==> src/core/srs_pkg.sv <==
package srs_pkg;

    // ------------------------------------------------------------
    // Timing
    // ------------------------------------------------------------
    localparam int CLK_PERIOD_PS   = 4000;
    localparam int TICK_PERIOD_US  = 32;
    localparam int TICK_CYCLES     = (TICK_PERIOD_US * 1000000) / CLK_PERIOD_PS;
    localparam int PLL_WAIT_MS     = 16;
    localparam int STAT_WAIT_MS    = 1;
    localparam int PLL_WAIT_TICKS  = (PLL_WAIT_MS * 1000 + TICK_PERIOD_US - 1) / TICK_PERIOD_US;
    localparam int STAT_WAIT_TICKS = (STAT_WAIT_MS * 1000 + TICK_PERIOD_US - 1) / TICK_PERIOD_US;
    localparam int MIN_STEP_TICKS  = 1;
    localparam int CHANGE_TICKS    = 2;
    localparam int TICK_CNT_W      = 16;
    localparam int STEP_CNT_W      = 10;
    localparam int SYNC_STAGES     = 2;

    // ------------------------------------------------------------
    // Reset values of the sequencing outputs
    // ------------------------------------------------------------
    localparam logic RST_PLANE_A   = 1'b0;
    localparam logic RST_PLANE_B   = 1'b0;
    localparam logic RST_SLEEP     = 1'b0;
    localparam logic RST_HALT      = 1'b0;
    localparam logic RST_REQ       = 1'b0;
    localparam logic RST_STATUS    = 1'b0;
    localparam logic RST_CPU_RESET = 1'b1;
    localparam logic RST_BUS_RESET = 1'b1;

    // ------------------------------------------------------------
    // Types
    // ------------------------------------------------------------
    typedef enum logic [1:0] {
        RESUME_CPU_RESET,
        RESUME_NO_RESET,
        RESUME_RAM
    } srs_resume_e;

    // Outputs held active high; pins other than processor reset and change allowed are inverted at the top
    typedef struct packed {
        logic plane_a;
        logic plane_b;
        logic sleep;
        logic halt;
        logic req;
        logic req_float;
        logic status;
        logic cpu_reset;
        logic bus_reset;
        logic change_ok;
    } srs_out_s;

    typedef struct packed {
        logic suspend_req;
        logic resume_event;
        logic stop_grant_done;
        logic power_good;
        logic clock_ctrl_en;
        logic ram_mode;
        logic no_reset_mode;
    } srs_in_s;

endpackage

==> src/core/srs_sync.sv <==
`timescale 1ns/1ps
module srs_sync #(
    parameter int WIDTH = 1
) (
    // Clock and reset
    input  wire logic             clk,
    input  wire logic             rst,
    // Data
    input  wire logic [WIDTH-1:0] d,
    output logic      [WIDTH-1:0] q
);
    import srs_pkg::*;

    logic [WIDTH-1:0] stage1_reg;

    always_ff @(posedge clk or posedge rst) begin
        if (rst) begin
            stage1_reg <= '0;
            q          <= '0;
        end else begin
            stage1_reg <= d;
            q          <= stage1_reg;
        end
    end
endmodule

==> src/core/srs_sequencer.sv <==
// Function
// - Steps timed by 32 us tick; change allowed drops at the suspend request without waiting for a tick
// - Plane A off one tick after resume
// - CPU-reset resume: reset on, sleep/halt off after tick
// - Requests off after 16 ms and power-good
// - Status off 1 ms after requests off
// - Requests may change within tick after status
// - Processor reset released within two ticks
// - No-reset resume: sleep off within tick
// - Halt off within tick after sleep
// - Halt on one tick after suspend request
// - Sleep after halt tick and stop-grant
// - Status on within tick after sleep
// - Requests on within tick, if clock control
// - Plane A on within tick, plane B too in RAM mode
// - Power-good loss while suspended in RAM mode: float, resets, sleep/halt off
// - Outputs held while power-good stays active
// - RAM resume: planes off after tick
`timescale 1ns/1ps
module srs_sequencer #(
    parameter int TICK_DIV     = srs_pkg::TICK_CYCLES,
    parameter int PLL_TICKS    = srs_pkg::PLL_WAIT_TICKS,
    parameter int STAT_TICKS   = srs_pkg::STAT_WAIT_TICKS
) (
    // Clock and reset
    input  wire logic CLK,
    input  wire logic RST,
    // Requests from the system, all asynchronous
    input  wire logic SUSPEND_REQ,
    input  wire logic RESUME_EVENT,
    input  wire logic STOP_GRANT_DONE,
    input  wire logic CLOCK_CTRL_EN,
    input  wire logic RAM_MODE,
    input  wire logic NO_RESET_MODE,
    // Power supply
    input  wire logic POWER_GOOD_IN,
    output logic      SUSPEND_PLANE_A_CTRL_N,
    output logic      SUSPEND_PLANE_B_CTRL_N,
    // Processor
    output logic      PROCESSOR_RESET_OUT,
    output logic      PROCESSOR_SLEEP_OUT_N,
    output logic      PROCESSOR_CLOCK_HALT_OUT_N,
    // Clock synthesizer, open drain style
    output logic      BUS_CLOCK_HALT_REQ_N_O,
    output logic      BUS_CLOCK_HALT_REQ_N_OE,
    output logic      CORE_CLOCK_HALT_REQ_N_O,
    output logic      CORE_CLOCK_HALT_REQ_N_OE,
    // System
    output logic      SUSPEND_STATE_FLAGS_N,
    output logic      BUS_RESET_LINE_N,
    output logic      CHANGE_ALLOWED,
    output logic      SUSPENDED
);
    import srs_pkg::*;

    // ------------------------------------------------------------
    // Input synchronisation
    // ------------------------------------------------------------
    srs_in_s raw_in;
    srs_in_s sync_in;

    assign raw_in = '{suspend_req:     SUSPEND_REQ,
                      resume_event:    RESUME_EVENT,
                      stop_grant_done: STOP_GRANT_DONE,
                      power_good:      POWER_GOOD_IN,
                      clock_ctrl_en:   CLOCK_CTRL_EN,
                      ram_mode:        RAM_MODE,
                      no_reset_mode:   NO_RESET_MODE};

    srs_sync #(.WIDTH($bits(srs_in_s))) u_sync (
        .clk (CLK),
        .rst (RST),
        .d   (raw_in),
        .q   (sync_in)
    );

    // ------------------------------------------------------------
    // Slow tick
    // ------------------------------------------------------------
    logic [TICK_CNT_W-1:0] div_reg;
    logic                  tick_reg;
    wire                   div_wrap = (div_reg == TICK_CNT_W'(TICK_DIV - 1));

    always_ff @(posedge CLK or posedge RST) begin
        if (RST) begin
            div_reg  <= '0;
            tick_reg <= 1'b0;
        end else begin
            div_reg  <= div_wrap ? '0 : div_reg + 1'b1;
            tick_reg <= div_wrap;
        end
    end

    // ------------------------------------------------------------
    // State machine
    // ------------------------------------------------------------
    typedef enum logic [3:0] {
        ST_ON,
        ST_ENTER_HALT,
        ST_ENTER_SLEEP,
        ST_ENTER_STATUS,
        ST_ENTER_REQ,
        ST_ENTER_PLANES,
        ST_SUSPENDED,
        ST_RES_START,
        ST_RES_PLL,
        ST_RES_STATUS,
        ST_RES_FINISH,
        ST_RES_HALT,
        ST_POWER_LOST
    } srs_state_e;

    srs_state_e            state_reg, state_next;
    srs_resume_e           mode_reg, mode_next;
    srs_out_s              out_reg, out_next;
    logic [STEP_CNT_W-1:0] step_reg, step_next;
    logic                  pg_seen_reg, pg_seen_next;

    wire pg        = sync_in.power_good;
    wire step_tick = tick_reg;
    wire pll_done  = (step_reg >= STEP_CNT_W'(PLL_TICKS));
    wire stat_done = (step_reg >= STEP_CNT_W'(STAT_TICKS));
    wire one_done  = (step_reg >= STEP_CNT_W'(MIN_STEP_TICKS));
    // Acts once per loss; a floated request marks the loss as handled
    wire lose_pg   = !pg && (state_reg == ST_SUSPENDED) && mode_reg == RESUME_RAM
                     && !out_reg.req_float;

    always_comb begin
        state_next   = state_reg;
        mode_next    = mode_reg;
        out_next     = out_reg;
        // Saturates so a long power-good wait cannot wrap the count
        step_next    = (step_tick && !(&step_reg)) ? step_reg + 1'b1 : step_reg;
        pg_seen_next = pg_seen_reg;
        if (lose_pg) begin
            // Wait a tick boundary, then float and reset
            state_next = ST_POWER_LOST;
            step_next  = '0;
        end else begin
            unique case (state_reg)
                ST_ON: begin
                    out_next.change_ok = 1'b1;
                    if (sync_in.suspend_req) begin
                        mode_next = sync_in.ram_mode ? RESUME_RAM :
                                    sync_in.no_reset_mode ? RESUME_NO_RESET
                                                          : RESUME_CPU_RESET;
                        out_next.change_ok = 1'b0;
                        state_next = ST_ENTER_HALT;
                        step_next  = '0;
                    end
                end
                ST_ENTER_HALT: if (step_tick && one_done) begin
                    out_next.halt = 1'b1;
                    state_next    = ST_ENTER_SLEEP;
                    step_next     = '0;
                end
                ST_ENTER_SLEEP: if (step_tick && one_done && sync_in.stop_grant_done) begin
                    out_next.sleep = 1'b1;
                    state_next     = ST_ENTER_STATUS;
                    step_next      = '0;
                end
                ST_ENTER_STATUS: if (step_tick) begin
                    out_next.status = 1'b1;
                    state_next      = ST_ENTER_REQ;
                    step_next       = '0;
                end
                ST_ENTER_REQ: if (step_tick) begin
                    out_next.req = sync_in.clock_ctrl_en;
                    state_next   = ST_ENTER_PLANES;
                    step_next    = '0;
                end
                ST_ENTER_PLANES: if (step_tick) begin
                    out_next.plane_a = 1'b1;
                    out_next.plane_b = (mode_reg == RESUME_RAM);
                    state_next       = ST_SUSPENDED;
                    step_next        = '0;
                end
                ST_SUSPENDED: if (sync_in.resume_event) begin
                    // Outputs held until resume
                    state_next = ST_RES_START;
                    step_next  = '0;
                end
                ST_RES_START: if (step_tick && one_done) begin
                    out_next.plane_a = 1'b0;
                    out_next.plane_b = 1'b0;
                    if (mode_reg == RESUME_CPU_RESET) begin
                        out_next.cpu_reset = 1'b1;
                        out_next.sleep     = 1'b0;
                        out_next.halt      = 1'b0;
                    end
                    pg_seen_next = 1'b0;
                    state_next   = ST_RES_PLL;
                    step_next    = '0;
                end
                ST_RES_PLL: begin
                    // Core power returns in RAM mode; power-good then rises
                    if (step_tick && pg) begin
                        pg_seen_next = 1'b1;
                    end
                    if (step_tick && pll_done && pg_seen_reg && pg) begin
                        out_next.req       = 1'b0;
                        out_next.req_float = 1'b0;
                        state_next         = ST_RES_STATUS;
                        step_next          = '0;
                    end
                end
                ST_RES_STATUS: if (step_tick && stat_done) begin
                    out_next.status = 1'b0;
                    state_next      = ST_RES_FINISH;
                    step_next       = '0;
                end
                ST_RES_FINISH: if (step_tick) begin
                    out_next.change_ok = 1'b1;
                    out_next.bus_reset = 1'b0;
                    if (mode_reg == RESUME_NO_RESET) begin
                        out_next.sleep = 1'b0;
                        state_next     = ST_RES_HALT;
                    end else begin
                        out_next.cpu_reset = 1'b0;
                        out_next.sleep     = 1'b0;
                        out_next.halt      = 1'b0;
                        state_next         = ST_ON;
                    end
                    step_next = '0;
                end
                ST_RES_HALT: if (step_tick) begin
                    out_next.halt = 1'b0;
                    state_next    = ST_ON;
                    step_next     = '0;
                end
                ST_POWER_LOST: begin
                    if (step_tick) begin
                        out_next.req_float = 1'b1;
                        out_next.req       = 1'b0;
                        out_next.bus_reset = 1'b1;
                        out_next.cpu_reset = 1'b1;
                        out_next.sleep     = 1'b0;
                        out_next.halt      = 1'b0;
                        state_next         = ST_SUSPENDED;
                        step_next          = '0;
                    end
                end
            endcase
        end
    end

    always_ff @(posedge CLK or posedge RST) begin
        if (RST) begin
            state_reg   <= ST_ON;
            mode_reg    <= RESUME_CPU_RESET;
            step_reg    <= '0;
            pg_seen_reg <= 1'b0;
            out_reg     <= '{plane_a: RST_PLANE_A, plane_b: RST_PLANE_B,
                             sleep: RST_SLEEP, halt: RST_HALT, req: RST_REQ,
                             req_float: 1'b0, status: RST_STATUS,
                             cpu_reset: RST_CPU_RESET, bus_reset: RST_BUS_RESET,
                             change_ok: 1'b0};
        end else begin
            state_reg   <= state_next;
            mode_reg    <= mode_next;
            step_reg    <= step_next;
            pg_seen_reg <= pg_seen_next;
            out_reg     <= out_next;
        end
    end

    // ------------------------------------------------------------
    // Pin registers
    // ------------------------------------------------------------
    always_ff @(posedge CLK or posedge RST) begin
        if (RST) begin
            SUSPEND_PLANE_A_CTRL_N     <= 1'b1;
            SUSPEND_PLANE_B_CTRL_N     <= 1'b1;
            PROCESSOR_RESET_OUT        <= 1'b1;
            PROCESSOR_SLEEP_OUT_N      <= 1'b1;
            PROCESSOR_CLOCK_HALT_OUT_N <= 1'b1;
            BUS_CLOCK_HALT_REQ_N_O     <= 1'b1;
            BUS_CLOCK_HALT_REQ_N_OE    <= 1'b1;
            CORE_CLOCK_HALT_REQ_N_O    <= 1'b1;
            CORE_CLOCK_HALT_REQ_N_OE   <= 1'b1;
            SUSPEND_STATE_FLAGS_N      <= 1'b1;
            BUS_RESET_LINE_N           <= 1'b0;
            CHANGE_ALLOWED             <= 1'b0;
            SUSPENDED                  <= 1'b0;
        end else begin
            SUSPEND_PLANE_A_CTRL_N     <= !out_next.plane_a;
            SUSPEND_PLANE_B_CTRL_N     <= !out_next.plane_b;
            PROCESSOR_RESET_OUT        <= out_next.cpu_reset;
            PROCESSOR_SLEEP_OUT_N      <= !out_next.sleep;
            PROCESSOR_CLOCK_HALT_OUT_N <= !out_next.halt;
            BUS_CLOCK_HALT_REQ_N_O     <= !out_next.req;
            BUS_CLOCK_HALT_REQ_N_OE    <= !out_next.req_float;
            CORE_CLOCK_HALT_REQ_N_O    <= !out_next.req;
            CORE_CLOCK_HALT_REQ_N_OE   <= !out_next.req_float;
            SUSPEND_STATE_FLAGS_N      <= !out_next.status;
            BUS_RESET_LINE_N           <= !out_next.bus_reset;
            CHANGE_ALLOWED             <= out_next.change_ok;
            SUSPENDED                  <= (state_next == ST_SUSPENDED);
        end
    end
endmodule

==> config.mk <==
export PLATFORM = sky130hd
export DESIGN_NAME = srs_sequencer
export DESIGN_NICKNAME = d
export VERILOG_FILES = /design/src/core/srs_pkg.sv /design/src/core/srs_sync.sv /design/src/core/srs_sequencer.sv
export SDC_FILE = /design/constraint.sdc
export NUM_CORES = 1
export LEC_CHECK = 0
export BUFFER_PORTS_ARGS = -buffer_cell sky130_fd_sc_hd__buf_4
export CORE_MARGIN = 1.5
export CORE_UTILIZATION = 30
export CTS_CLUSTER_DIAMETER = 150
export DETAILED_ROUTE_END_ITERATION = 10
export PLACE_DENSITY_LB_ADDON = 0.08
export SLEW_MARGIN = 5
export SYNTH_ARGS = -nofsm -noshare
export SYNTH_HDL_FRONTEND = slang
export SYNTH_SLANG_ARGS = --single-unit
==> constraint.sdc <==
create_clock -name CLK -period 2 [get_ports CLK]
set_input_delay 0.4 -clock CLK [delete_from_list [all_inputs] [get_ports CLK]]
set_output_delay 0.4 -clock CLK [all_outputs]
set_load 0.01 [all_outputs]
==> results.sh <==
export IMPL_status="finished with violations"
export IMPL_failed_checks="setup timing"
export IMPL_worstMarginPinSlew_ps=485
export IMPL_viasPerCell=5.10
export IMPL_yosys_warnings=0
export IMPL_holdBufCountCts=0
export IMPL_yosys_most_used_dff="dfrtp_1"
export IMPL_worst_hold_slack_ps=26.9
export IMPL_synth_nets=365
export IMPL_place_inst=562
export IMPL_grt_first_pass_wirelength_mm=15.1
export IMPL_drive_above_1_share=0.335
export IMPL_max_freq_ghz=0.469
export IMPL_die_w_um=110
export IMPL_slowest_delay_ps=410
export IMPL_cts_root_buf="clkbuf_16"
export IMPL_die_area_mm2=0.0120
export IMPL_cts_sinks=67
export IMPL_cts_tree="built"
export IMPL_syn_to_final_growth_pct=37.8
export IMPL_cp_start_kind="flop"
export IMPL_fin_crit_sh=1.06
export IMPL_slew_violations=0
export IMPL_cp_cell_sequence="inv_2, ha_4, nor4b_4, buf_4, nand4b_1, nand4_2, o32a_1, nor3_2, mux2_4"
export IMPL_dr_pass1_iters=5
export IMPL_fin_nets=457
export IMPL_initial_utilization=0.311
export IMPL_diodes=0
export IMPL_finalInstanceArea_mm2=0.00471
export IMPL_fp_dieH_um=110
export IMPL_core_area_mm2=0.0110
export IMPL_grt_overflow_total=0
export IMPL_io_buffers=21
export IMPL_wl_met1_mm=4.47
export IMPL_power_leakage_nw=2.07
export IMPL_irDropWorstVdd_uv=511
export IMPL_std_cell_rows=38
export IMPL_place_gp_congestion=0.916
export IMPL_maxCapViolations=0
export IMPL_cts_buffer_depth=2
export IMPL_drtIter0Drc=274
export IMPL_drc_errors=0
export IMPL_finalSetupViolations=13
export IMPL_powerDensity_mw_per_mm2=886
export IMPL_top_layer="met4"
export IMPL_postSynthAreaPerCell_um2=9.73
export IMPL_finClkSkew_ps=5.87
export IMPL_ys_seq_area_frac=0.494
export IMPL_timing_final_ws_setup_ps=-130
export IMPL_cts_inserted_buffers=9
export IMPL_cp_arrival_ps=2390
export IMPL_hpwl_mm=6.58
export IMPL_grt_pass1_vias=2935
export IMPL_dpl_cell_area_mm2=0.00418
export IMPL_clkTransAtPathRegs_ps=60
export IMPL_wl_met2_mm=4.06
export IMPL_wl_per_cell_um=15.5
export IMPL_place_ws_ps=-197
export IMPL_vias=3001
export IMPL_antenna_found_initial=0
export IMPL_relSlewSlack=0.673
export IMPL_ant_nets=0
export IMPL_wirelength_mm=9.14
export IMPL_synth_edf_count=0
export IMPL_io_pins=22
export IMPL_routed_wl_met3_um=395
export IMPL_synthArstFlopShare=1.00
export IMPL_path_max_fanout=4
export IMPL_cts_max_level=3
export IMPL_ys_ff_latch=67
export IMPL_rsz0062_at_grt="yes"
export IMPL_largest_register_ff_count=16
export IMPL_final_util=0.428
export IMPL_syn_area_mm2=0.00342
export IMPL_criticalPathCategory="reg -> reg"
export IMPL_endpoint_kind="flop"
export IMPL_synth_cell_types=61
export IMPL_fin_crit_ps=2130
export IMPL_crit_required_ps=2260
export IMPL_hold_violations=0
export IMPL_clk_latency_ps=340
export IMPL_synth_cells=351
export IMPL_grt_max_degree=41
export IMPL_gr_usage_all_layers=0.168
export IMPL_cpMaxStageDelayCell="o32a_1"
export IMPL_instances_no_fill=588
export IMPL_min_path_type="in -> async"
[critical path: cells and delay by family (launching register included)]
family / cells / cell delay, ps
AO/OA/AOI/OAI: 1 / 410
flip-flops: 1 / 360
multiplexers: 1 / 310
buffers and inverters: 2 / 200
adder cells (fa/ha/maj): 1 / 150
AND/OR/NAND/NOR: 4 / 610
[per-layer routing]
layer | vias to the layer above | global-route usage
li1 | 1447 | -
met1 | 1474 | 0.234
met2 | 64 | 0.241
met3 | 16 | 0.0391
met4 | 0 | 0.0835
met5 | - | 0
[metrics by stage]
step           total power, mW  TNS, ps
2_1_floorplan             2.01    -58.0
3_3_place_gp              2.44    -1060
3_5_place_dp              2.43    -1100
4_1_cts                   4.19     -772
5_1_grt                   4.38    -2350
6_report                  4.17     -650
[synth_stat cells (2+ instances only)]
cell / number / share of area
a32o_1: 3 / 0.0088
nand2b_1: 6 / 0.011
nor3_1: 10 / 0.015
a221o_1: 2 / 0.0059
clkbuf_1: 5 / 0.0055
buf_1: 2 / 0.0022
and3_1: 6 / 0.011
nand2_1: 37 / 0.041
xnor2_1: 7 / 0.018
nor4b_2: 2 / 0.0088
buf_4: 3 / 0.0066
a32oi_1: 2 / 0.0051
o21ai_0: 21 / 0.031
nor2_1: 30 / 0.033
nor4_1: 2 / 0.0037
o211ai_1: 3 / 0.0066
xor2_1: 4 / 0.010
dfrtp_1: 58 / 0.42
and2_1: 2 / 0.0037
nand4_1: 8 / 0.015
o32a_1: 2 / 0.0059
buf_6: 2 / 0.0066
nor2b_1: 5 / 0.0092
a311oi_1: 2 / 0.0051
or3_1: 3 / 0.0055
o21bai_1: 2 / 0.0044
a21oi_1: 15 / 0.022
nand3_1: 19 / 0.028
buf_2: 7 / 0.010
ha_1: 5 / 0.018
inv_1: 16 / 0.018
a31oi_1: 11 / 0.020
mux2i_1: 3 / 0.0088
o21a_1: 5 / 0.011
a21o_1: 3 / 0.0066
a22o_1: 5 / 0.013
dfstp_2: 9 / 0.069
[layout by cell type, fill, tap and decap left out, drive strengths merged, types with 7 or more instances in the layout]
master / count
a21oi: 16
a31oi: 11
buf: 100
clkbuf: 14
dfrtp: 58
dfstp: 9
inv: 15
nand2: 37
nand3: 19
nand4: 9
nor2: 30
nor3: 11
o21ai: 22
xnor2: 7
[logic make-up (layout without fill, tap and decap cells)]
kind of cell    after synthesis  in the layout  synth area share
fa+ha+maj                     5              5            0.0183
compound gates               88             88             0.179
buf+inv                      35            132            0.0487
mux                           5              5            0.0154
flops                        67             67             0.494
simple gates                140            140             0.216
xor+xnor                     11             11            0.0282
[power breakdown]
part | internal [mW] | switching (mW) | leakage, nW
Combinational | 0.454 | 0.560 | 1.08
Sequential | 1.42 | 0.0466 | 0.838
Clock | 1.13 | 0.565 | 0.151
Total | 3.00 | 1.17 | 2.07
[cell type report]
cell class | instances | area (um2)
multi-input cells | 249 | 1680
clock inverters | 2 | 60.1
well taps | 140 | 175
clock buffers | 14 | 254
flip-flops and latches | 67 | 1690
repair buffers | 100 | 786
inverters | 16 | 63.8
fillers | 1092 | 6280
[path summary, 6_finish.rpt]
check                                startpoint                      end  slack [ps]  cells past startpoint
setup / recovery                    step_reg[1]      PROCESSOR_RESET_OUT        -130                      9
hold / removal                              RST               out_reg[6]          30                      2
setup reg to reg                    step_reg[1]      PROCESSOR_RESET_OUT        -130                      9
hold reg to reg            u_sync.stage1_reg[1]              u_sync.q[1]         340                      0
max in group asynchronous                   RST  CORE_CLOCK_HALT_REQ_N_O        1410                      3
min in group CLK                  POWER_GOOD_IN     u_sync.stage1_reg[3]         170                      1
[timing repair]
item	in CTS	in global routing
setup buffers	8	3
resized for setup	20	15
setup endpoints to repair	14	22
pin swaps	11	16
(Power assumes the default switching activity.)
